### src/design/acs_pkg.sv
// constants for the analog comparator status block
package acs_pkg;
  // register byte addresses
  localparam logic [7:0] ACS_FLAG_STATE_ADDR = 8'h00;
  localparam logic [7:0] ACS_CONTROL_ADDR = 8'h04;
  // analog_flag_state field positions
  localparam int ACS_FS_B_FLAG = 7;
  localparam int ACS_FS_A_FLAG = 6;
  localparam int ACS_FS_B_CLR = 5;
  localparam int ACS_FS_A_CLR = 4;
  localparam int ACS_FS_OFFSET = 3;
  localparam int ACS_FS_PIN_ROUTE = 2;
  localparam int ACS_FS_B_LIVE = 1;
  localparam int ACS_FS_A_LIVE = 0;
  // analog_control_register field positions
  localparam int ACS_CR_CHARGE = 7;
  localparam int ACS_CR_MODE_B = 6;
  localparam int ACS_CR_MODE_A = 5;
  localparam int ACS_CR_CAPTURE_EN = 4;
  localparam int ACS_CR_IRQ_EN = 3;
  localparam int ACS_CR_COMP_B_EN = 2;
  localparam int ACS_CR_COMP_A_EN = 1;
  localparam int ACS_CR_ISRC_EN = 0;
  // values after reset
  localparam logic [7:0] ACS_CONTROL_RESET = 8'h00;
  localparam logic ACS_BIT_RESET = 1'b0;
  localparam logic [2:0] ACS_SYNC_RESET = 3'h0;
  localparam logic [31:0] ACS_RDATA_RESET = 32'h00000000;
  // number of comparators handled
  localparam int ACS_NUM_COMP = 2;
  localparam int ACS_COMP_A = 0;
  localparam int ACS_COMP_B = 1;
endpackage

### src/design/acs_top.sv
// analog comparator flags, live state, option bits and charge gating
//
// The APB register port and the address map were left to the implementer.
`timescale 1ns/1ps
`default_nettype none

//////////////////////////////////////////////////////////////////////////////
// Function
// - comparator b rising edge sets its event flag; held until cleared.
// - comparator a rising edge sets its event flag; held until cleared.
// - flags and live bits use raw comparator outputs, ignoring polarity invert.
// - writing 1 to comparator b clear strobe clears its flag; 0 does nothing.
// - writing 1 to comparator a clear strobe clears its flag; 0 does nothing.
// - clear strobes are write-only and always read zero.
// - reset clears both flags, offset enable and pin route enable.
// - offset enable works only with option bit set; otherwise reads zero.
// - offset applied only with offset enabled and both sample connects clear.
// - pin route enable works only with option bit set; otherwise reads zero.
// - routed pin drives OR of comparator a, port data and level bit.
// - comparator b live bit shows present comparator b state, unlatched.
// - comparator a live bit shows present comparator a state, unlatched.
// - live bits read zero after reset until comparators enabled.
// - top control bit selects charge or discharge only with current source enabled.
// - clearing current source enable stops charge and discharge at once.
// - after reset charge and discharge are both disabled.
// - with interrupt enable set, either flag set requests analog interrupt.
module acs_top (
  // clock and reset
  input wire logic sys_clk,
  input wire logic resetn,
  // apb slave
  input wire logic psel,
  input wire logic penable,
  input wire logic pwrite,
  input wire logic [7:0] paddr,
  input wire logic [31:0] pwdata,
  input wire logic [3:0] pstrb,
  output logic [31:0] prdata,
  output logic pready,
  output logic pslverr,
  // analog comparator outputs, asynchronous
  input wire logic comp_a_raw,
  input wire logic comp_b_raw,
  // option and neighbour register bits
  input wire logic extra_features_option,
  input wire logic sample_connect_a,
  input wire logic sample_connect_b,
  input wire logic port_b4_direction,
  input wire logic port_b4_data,
  input wire logic timer_output_level,
  // analog switch controls
  output logic sample_offset_drive,
  output logic charge_source_on,
  output logic discharge_on,
  output logic comp_a_power,
  output logic comp_b_power,
  // port b bit 4 pin
  output logic port_b_bit4_out,
  output logic port_b_bit4_oe,
  // status to the rest of the chip
  output logic comp_b_capture,
  output logic analog_irq
);

  //////////////////////////////////////////////////////////////////////////////
  // comparator synchronisers and edge detection

  // one lane per comparator
  localparam int ACS_NUM_COMP_W = acs_pkg::ACS_NUM_COMP;

  logic [ACS_NUM_COMP_W-1:0] raw_in;
  logic [2:0] sync_r [ACS_NUM_COMP_W];
  logic [2:0] sync_nxt [ACS_NUM_COMP_W];
  logic [ACS_NUM_COMP_W-1:0] stable_r;
  logic [ACS_NUM_COMP_W-1:0] stable_nxt;
  logic [ACS_NUM_COMP_W-1:0] comp_en;
  logic [ACS_NUM_COMP_W-1:0] live;
  logic [ACS_NUM_COMP_W-1:0] rise;
  logic [ACS_NUM_COMP_W-1:0] flag_r;
  logic [ACS_NUM_COMP_W-1:0] flag_nxt;
  logic [ACS_NUM_COMP_W-1:0] clr_strobe;

  // register state
  logic [7:0] ctrl_r;
  logic [7:0] ctrl_nxt;
  logic offset_r;
  logic offset_nxt;
  logic route_r;
  logic route_nxt;
  logic [31:0] rdata_r;
  logic [31:0] rdata_nxt;

  // pin drive state
  logic pin_out_r;
  logic pin_out_nxt;
  logic pin_oe_r;
  logic pin_oe_nxt;

  // bus decode and masked views
  logic setup_ph;
  logic wr_acc;
  logic sel_flag;
  logic sel_ctrl;
  logic lane0;
  logic offset_eff;
  logic route_eff;
  logic [7:0] flag_state_rd;

  assign raw_in[acs_pkg::ACS_COMP_A] = comp_a_raw;
  assign raw_in[acs_pkg::ACS_COMP_B] = comp_b_raw;
  assign comp_en[acs_pkg::ACS_COMP_A] = ctrl_r[acs_pkg::ACS_CR_COMP_A_EN];
  assign comp_en[acs_pkg::ACS_COMP_B] = ctrl_r[acs_pkg::ACS_CR_COMP_B_EN];
  // clear strobes are one-cycle pulses, never stored
  assign clr_strobe[acs_pkg::ACS_COMP_A] =
    wr_acc & sel_flag & lane0 & pwdata[acs_pkg::ACS_FS_A_CLR];
  assign clr_strobe[acs_pkg::ACS_COMP_B] =
    wr_acc & sel_flag & lane0 & pwdata[acs_pkg::ACS_FS_B_CLR];

  genvar gi;
  generate
    for (gi = 0; gi < ACS_NUM_COMP_W; gi++) begin : g_comp
      // three stages; a change counts once stages two and three agree
      always_comb begin
        sync_nxt[gi] = {sync_r[gi][1:0], raw_in[gi]};
        stable_nxt[gi] = stable_r[gi];
        if (sync_r[gi][1] == sync_r[gi][2]) begin
          stable_nxt[gi] = sync_r[gi][2];
        end
      end

      // powered-down comparator reads low
      assign live[gi] = stable_r[gi] & comp_en[gi];
      // first settled high while powered counts as an event
      assign rise[gi] = comp_en[gi] & ~stable_r[gi] &
                        sync_r[gi][1] & sync_r[gi][2];

      // set beats clear
      always_comb begin
        flag_nxt[gi] = flag_r[gi];
        if (clr_strobe[gi]) begin
          flag_nxt[gi] = 1'b0;
        end
        if (rise[gi]) begin
          flag_nxt[gi] = 1'b1;
        end
      end

      always_ff @(posedge sys_clk or negedge resetn) begin
        if (!resetn) begin
          sync_r[gi] <= acs_pkg::ACS_SYNC_RESET;
          stable_r[gi] <= acs_pkg::ACS_BIT_RESET;
        end else begin
          sync_r[gi] <= sync_nxt[gi];
          stable_r[gi] <= stable_nxt[gi];
        end
      end

      always_ff @(posedge sys_clk or negedge resetn) begin
        if (!resetn) begin
          flag_r[gi] <= acs_pkg::ACS_BIT_RESET;
        end else begin
          flag_r[gi] <= flag_nxt[gi];
        end
      end
    end
  endgenerate

  //////////////////////////////////////////////////////////////////////////////
  // apb decode and register writes

  assign setup_ph = psel & ~penable;
  assign wr_acc = psel & penable & pwrite;
  assign sel_flag = (paddr == acs_pkg::ACS_FLAG_STATE_ADDR);
  assign sel_ctrl = (paddr == acs_pkg::ACS_CONTROL_ADDR);
  assign lane0 = pstrb[0];
  assign pready = 1'b1;
  assign pslverr = psel & penable & ~(sel_flag | sel_ctrl);

  assign offset_eff = offset_r & extra_features_option;
  assign route_eff = route_r & extra_features_option;

  //////////////////////////////////////////////////////////////////////////////
  // flag and state register read view

  always_comb begin
    flag_state_rd = 8'h00;
    flag_state_rd[acs_pkg::ACS_FS_B_FLAG] = flag_r[acs_pkg::ACS_COMP_B];
    flag_state_rd[acs_pkg::ACS_FS_A_FLAG] = flag_r[acs_pkg::ACS_COMP_A];
    // strobe positions always read low
    flag_state_rd[acs_pkg::ACS_FS_B_CLR] = 1'b0;
    flag_state_rd[acs_pkg::ACS_FS_A_CLR] = 1'b0;
    flag_state_rd[acs_pkg::ACS_FS_OFFSET] = offset_eff;
    flag_state_rd[acs_pkg::ACS_FS_PIN_ROUTE] = route_eff;
    flag_state_rd[acs_pkg::ACS_FS_B_LIVE] = live[acs_pkg::ACS_COMP_B];
    flag_state_rd[acs_pkg::ACS_FS_A_LIVE] = live[acs_pkg::ACS_COMP_A];
  end

  //////////////////////////////////////////////////////////////////////////////
  // register storage

  // control register
  always_comb begin
    ctrl_nxt = ctrl_r;
    if (wr_acc && lane0 && sel_ctrl) begin
      ctrl_nxt = pwdata[7:0];
    end
  end

  always_ff @(posedge sys_clk or negedge resetn) begin
    if (!resetn) begin
      ctrl_r <= acs_pkg::ACS_CONTROL_RESET;
    end else begin
      ctrl_r <= ctrl_nxt;
    end
  end

  // stored even while the option is clear; effect and reads masked
  always_comb begin
    offset_nxt = offset_r;
    route_nxt = route_r;
    if (wr_acc && lane0 && sel_flag) begin
      offset_nxt = pwdata[acs_pkg::ACS_FS_OFFSET];
      route_nxt = pwdata[acs_pkg::ACS_FS_PIN_ROUTE];
    end
  end

  always_ff @(posedge sys_clk or negedge resetn) begin
    if (!resetn) begin
      offset_r <= acs_pkg::ACS_BIT_RESET;
      route_r <= acs_pkg::ACS_BIT_RESET;
    end else begin
      offset_r <= offset_nxt;
      route_r <= route_nxt;
    end
  end

  // read data captured in setup, presented during access
  always_comb begin
    rdata_nxt = rdata_r;
    if (setup_ph && !pwrite) begin
      if (sel_flag) begin
        rdata_nxt = {24'h000000, flag_state_rd};
      end else if (sel_ctrl) begin
        rdata_nxt = {24'h000000, ctrl_r};
      end else begin
        rdata_nxt = acs_pkg::ACS_RDATA_RESET;
      end
    end
  end

  always_ff @(posedge sys_clk or negedge resetn) begin
    if (!resetn) begin
      rdata_r <= acs_pkg::ACS_RDATA_RESET;
    end else begin
      rdata_r <= rdata_nxt;
    end
  end

  // prdata straight from a flop
  assign prdata = rdata_r;

  //////////////////////////////////////////////////////////////////////////////
  // port b bit 4 pin

  // registered so decode glitches never reach the pin
  always_comb begin
    pin_oe_nxt = port_b4_direction;
    pin_out_nxt = port_b4_data | timer_output_level |
                  (route_eff & live[acs_pkg::ACS_COMP_A]);
  end

  always_ff @(posedge sys_clk or negedge resetn) begin
    if (!resetn) begin
      pin_out_r <= acs_pkg::ACS_BIT_RESET;
      pin_oe_r <= acs_pkg::ACS_BIT_RESET;
    end else begin
      pin_out_r <= pin_out_nxt;
      pin_oe_r <= pin_oe_nxt;
    end
  end

  assign port_b_bit4_out = pin_out_r;
  assign port_b_bit4_oe = pin_oe_r;

  //////////////////////////////////////////////////////////////////////////////
  // analog switch controls and status

  // offset only while the sample capacitor floats free of inputs
  assign sample_offset_drive = offset_eff & ~sample_connect_a &
                               ~sample_connect_b;
  // no sequencing: source enable gates both switches directly
  assign charge_source_on = ctrl_r[acs_pkg::ACS_CR_ISRC_EN] &
                            ctrl_r[acs_pkg::ACS_CR_CHARGE];
  assign discharge_on = ctrl_r[acs_pkg::ACS_CR_ISRC_EN] &
                        ~ctrl_r[acs_pkg::ACS_CR_CHARGE];

  //////////////////////////////////////////////////////////////////////////////
  // comparator power and timer capture

  assign comp_a_power = ctrl_r[acs_pkg::ACS_CR_COMP_A_EN];
  assign comp_b_power = ctrl_r[acs_pkg::ACS_CR_COMP_B_EN];
  // capture path to the timer when enabled
  assign comp_b_capture = ctrl_r[acs_pkg::ACS_CR_CAPTURE_EN] &
                          flag_r[acs_pkg::ACS_COMP_B];

  //////////////////////////////////////////////////////////////////////////////
  // analog interrupt request

  assign analog_irq = ctrl_r[acs_pkg::ACS_CR_IRQ_EN] & (|flag_r);

endmodule

`default_nettype wire

### config.mk
export PLATFORM = sky130hd
export DESIGN_NAME = acs_top
export DESIGN_NICKNAME = d
export VERILOG_FILES = /design/src/design/acs_pkg.sv /design/src/design/acs_top.sv
export SDC_FILE = /design/constraint.sdc
export NUM_CORES = 1
export LEC_CHECK = 0
export ABC_AREA = 1
export BUFFER_PORTS_ARGS = -buffer_cell sky130_fd_sc_hd__buf_2
export CAP_MARGIN = 20
export CORE_ASPECT_RATIO = 0.9
export CORE_UTILIZATION = 40
export CTS_BUF_LIST = sky130_fd_sc_hd__clkbuf_8
export DETAILED_ROUTE_END_ITERATION = 8
export GPL_TIMING_DRIVEN = 0
export PLACE_DENSITY_LB_ADDON = 0.05
export SETUP_SLACK_MARGIN = 0.05
export SLEW_MARGIN = 15
export SYNTH_ARGS = -nofsm -noshare
export SYNTH_HDL_FRONTEND = slang
export SYNTH_SLANG_ARGS = --single-unit
### constraint.sdc
create_clock -name sys_clk -period 1.05 [get_ports sys_clk]
set_input_delay 0.1575 -clock sys_clk [delete_from_list [all_inputs] [get_ports sys_clk]]
set_output_delay 0.1575 -clock sys_clk [all_outputs]
set_load 0.03 [all_outputs]
-- Word level (Yosys, flattened, before mapping)
Index checks and enable logic that the tools add are counted.
- register bits after elaboration: 54
- word-level logic and storage cells: 65
- output and inout port bits: 43
- muxes and demuxes: 6
- eq/ne operators: 3
- bitwise logic cells: 35
- reductions and logical operators: 9
- operators with widths (cell ; number):
    two-way mux 32 bit ; 1
    AND 1 bit ; 25
    == test 8 x 3 -> 1 bit (second input constant) ; 1
    logical NOT 8 bit ; 1
    two-way mux 8 bit ; 1
    inverter 1 bit ; 7
    logical AND 1 bit ; 4
    two-way mux 1 bit ; 4
    nonzero test 2 bit ; 2
    bitwise OR 1 bit ; 3
    == test 1 bit ; 2
    OR reduction 2 bit ; 1
    logical NOT 1 bit ; 1

-- Depth between registers and ports, before layout
- depth after elaboration: 7
- depth in mapped cells: 8
- depth with buffers taken out: 7

-- Least setup slack after synthesis
OpenSTA, ideal clock, no wires.
- kind: input port to output port
- start point: input paddr[7]
- end point: output pslverr
- path buffers: 1
- setup slack: -0.297 ns
- data required time: 0.892 ns
- data arrival time: 1.189 ns
- stages: 5
- path through: nor2_2 nand2_2 nor2_4 buf_6 nor3_1
- longest elaborated chain between the ends: 4
- elaborated cells between the ends (all ways): 5
- those cells by class: 1 x eq/ne; 3 x bitwise; 1 x reduce/logical
- ends and longest elaborated chain (element ; line ; source):
    from (decl) ; acs_top.sv:35 ; input wire logic [7:0] paddr,
    == test 8 x 3 -> 1 bit / logical NOT 8 bit (equally long branches) ; acs_top.sv:174, acs_top.sv:173 ;
    bitwise OR 1 bit * ; acs_top.sv:177 ; assign pslverr = psel & penable & ~(sel_flag | sel_ctrl);
    inverter 1 bit * ; acs_top.sv:177 ;
    AND 1 bit * ; acs_top.sv:177 ;
    to (decl) ; acs_top.sv:40 ; output logic pslverr,
Every way passes the cells marked *; elsewhere a longest branch is shown, timed or not.

-- Worst setup path in the final report
- start point: register flag_r[1]
- end point: output analog_irq
- longest elaborated chain between the ends: 2
- ends and longest elaborated chain (element ; line ; source):
    from (decl) ; acs_top.sv:79 ; logic [ACS_NUM_COMP_W-1:0] flag_r;
    from (signal, indexed assignment) ; acs_top.sv:160 ; flag_r[gi] <= acs_pkg::ACS_BIT_RESET;
    from (signal, indexed assignment) ; acs_top.sv:162 ; flag_r[gi] <= flag_nxt[gi];
    OR reduction 2 bit ; acs_top.sv:309 ; assign analog_irq = ctrl_r[acs_pkg::ACS_CR_IRQ_EN] & (|flag_r);
    AND 1 bit ; acs_top.sv:309 ;
    to (decl) ; acs_top.sv:62 ; output logic analog_irq
Every way passes these cells.

==> impl_metrics.py <==
metrics = {
    "yosys": {
        "synth_seq_cells": 30,
        "ys_types": 15,
        "avgSynthCellArea_um2": 8.25,
        "syn-cell-area_mm2": 0.00157,
        "syn-instance-count": 190,
        "ys_warn_count": 0,
        "synth-seq-area-share_pct": 47.9,
    },
    "global_routing": {
        "gr-usage-all-layers_pct": 18.3,
        "grt_antenna_before_repair": 0,
        "grt_pass1_vias": 1170,
        "grt_max_degree": 31,
        "grt-ovfl-total": 0,
        "grt_pass1_wl_mm": 5.38,
    },
    "critical_path": {
        "crit_path_max_fanout": 3,
        "crit_start": "flag_r[1]",
        "r2r_end": "prdata[1]",
        "worstSetupEndpointType": "primary output",
        "cp.required_ns": 0.89,
        "critPathCapture": "analog_irq",
        "rrSetupSlack_ns": 0.11,
        "start_kind": "flip-flop",
        "crit_type": "reg2out",
        "rr_worst_depth": 7,
        "r2r-start": "ctrl_r[2]",
        "worstPathArrival_ns": 1.02,
    },
    "pwr": {
        "ir_drop_mv": 0.944,
        "power_leakage_nw": 1.37,
        "power-per-cell-area_mw_per_mm2": 1100,
        "p_clk_share_pct": 37.1,
        "power_frac_seq_pct": 47.2,
        "pwr-share-comb_pct": 15.7,
        "internal_power_w": 0.00185,
        "switching_power_w": 0.000692,
        "switching_share_pct": 27.2,
    },
    "job": {
        "drv_cap": 0,
    },
    "place": {
        "io_buffers": 47,
        "routabilityCongestion": 0.773,
        "pre_cts_slack_ns": -0.179,
        "dpl.hpwl_mm": 2.40,
    },
    "cells_and_area": {
        "layout-drive-gt1-share_pct": 41.6,
        "multi_input_area_um2": 667,
        "fillers": 341,
        "syn_to_final_growth_pct": 47.9,
        "final_util_pct": 62.1,
        "nets": 342,
        "diodes": 0,
        "seq_area_um2": 751,
    },
    "timing": {
        "fin_skew_ns": 0.00360,
        "setup_viol": 6,
        "fin_crit_sh_pct": 112,
        "hold_viol_final": 0,
        "final_max_slew_viol_count": 0,
        "grt_setup_unrepaired": "true",
        "max_freq_mhz": 849,
        "setup_ws_ns": -0.128,
        "fin_crit_ns": 1.18,
    },
    "clocking": {
        "root_buffer": "clkbuf_8",
        "cts_num_sinks": 30,
        "h-tree-depth": 2,
        "clk_path_buf_depth": 2,
        "cts_tree": "built",
        "cts_buffers": 5,
        "clock_latency_ns": 0.28,
        "clk_pin_slew_ns": 0.06,
    },
    "die": {
        "die_area_mm2": 0.00417,
        "fp-row-count": 21,
        "ios": 100,
        "die_h_um": 61.4,
        "die_w_um": 68.0,
        "initial_core_util_pct": 42.0,
        "core_mm2": 0.00373,
    },
    "routing": {
        "drc_errors": 0,
        "routed_wl_mm": 3.55,
        "vias": 1402,
        "drtIter0Drc": 62,
        "routed_via_density": 4.22,
        "ant_nets": 0,
        "dr.pass1.iters": 4,
        "wl_per_cell_um": 10.7,
    },
    "worst_hold_path": {
        "hold_start": "pwdata[7]",
        "hold_class": "in2reg",
    },
    "outcome": {
        "violations": "setup timing",
        "status": "finished with violations",
    },
}
-- metal layers --
metal | share of wire [%] | GRT usage, % | vias to the layer above
met5 | 0 | 0 | -
met4 | 1.6 | 8.93 | 0
met3 | 6.9 | 4.63 | 7
met2 | 46 | 27.9 | 50
met1 | 45 | 24.2 | 620
li1 | - | - | 725
-- power by group through the flow --
| stage | logic, W | clock network [W] | registers (W) |
|---|---|---|---|
| after detailed placement | 0.000367 | 0 | 0.00122 |
| after global placement | 0.000365 | 0 | 0.00122 |
| after CTS | 0.000390 | 0.000951 | 0.00120 |
| after floorplan | 0.000253 | 0 | 0.00123 |
| final | 0.000399 | 0.000944 | 0.00120 |
| after global routing | 0.000437 | 0.00100 | 0.00121 |
-- critical path, stage by stage, from the launching register on --
cell and delay (ns):
dfrtp_1 0.41, o21a_1 0.20, buf_6 0.14
-- metrics by stage --
stage	power [W]	setup TNS, ns	hold WS [ns]	std cells	area, µm²
finish	0.00255	-0.431	0.100	332	2320
global route	0.00265	-0.691	0.115	332	2320
CTS	0.00254	-0.525	0.0974	326	2210
detailed placement	0.00159	-1.07	0.232	306	1960
global placement	0.00159	-1.03	0.232	306	1960
floorplan	0.00148	-0.0462	-0.138	213	1660
-- cell type report --
cell class	count	area share, %
sequential	30	32.4
multi-input combinational	142	28.8
timing repair buffer	65	20.6
buffer	28	9.71
clock buffer	6	3.56
tap	46	2.48
inverter	13	2.10
clock inverter	2	0.378
-- worst min-delay path by stage --
| stage | endpoint | slack (ns) | depth (start not counted) |
|---|---|---|---|
| final | ctrl_r[7] | 0.10 | 3 |
| after floorplan | ctrl_r[0] | -0.14 | 0 |
| after global routing | port_b_bit4_out | 0.12 | 3 |
| after global placement | prdata[7] | 0.23 | 1 |
| after detailed placement | prdata[7] | 0.23 | 1 |
| after CTS | ctrl_r[6] | 0.1 | 3 |
-- synth_stat cells --
library cell | n | area share [%]
conb_1 | 2 | 0.48
o21ai_0 | 3 | 0.96
nor2_1 | 6 | 1.4
dfrtp_1 | 30 | 48
nand3_1 | 20 | 6.4
buf_6 | 3 | 2.2
inv_1 | 13 | 3.1
nor3_1 | 2 | 0.64
nand2_2 | 7 | 2.8
nor2_4 | 2 | 1.4
nand2_1 | 71 | 17
o21a_1 | 1 | 0.48
buf_4 | 25 | 12
nor3_4 | 2 | 2.1
nor2_2 | 3 | 1.2
-- timing repair --
| item | in CTS | in global routing |
|---|---|---|
| resized for setup | 19 | 28 |
| setup buffers | 8 | 6 |
| endpoints found under the setup margin | 10 | 53 |
| hold buffers | 4 | 0 |
| pin swaps | 6 | 6 |
| hold endpoints to repair | 33 | 0 |
-- flip-flops by register name (all words and copies together), names as in the netlist --
name	count
ctrl_r	8
prdata	8
sync_nxt	4
flag_r	2
stable_r	2
sync_r	2
offset_r	1
port_b_bit4_oe	1
port_b_bit4_out	1
route_r	1
-- cells by family (layout without fill, tap and decap cells) --
family                 Yosys count  after routing  synth area share [%]
AND/OR/NAND/NOR                113            113                  33.0
flip-flops                      30             30                  47.9
AO/OA/AOI/OAI                    4              4                  1.44
other                            2             25                 0.479
buffers and inverters           41            114                  17.2
-- cell usage in the layout, fill, tap and decap left out --
cell	synthesis	final
buf_4	25	42
inv_2	0	2
nand3_1	20	20
dlygate4sd3_1	0	4
dfrtp_1	30	30
nor3_2	0	1
nor2_1	6	6
o21ai_0	3	3
nand2_2	7	11
buf_6	3	16
nand2_1	71	66
o21a_1	1	1
nor3_4	2	3
nor2_4	2	2
buf_2	0	29
clkbuf_4	0	1
clkinv_2	0	1
nor2_2	3	3
conb_1	2	25
buf_8	0	1
clkbuf_8	0	6
inv_1	13	12
nand2_4	0	1
(Power assumes the default switching activity.)
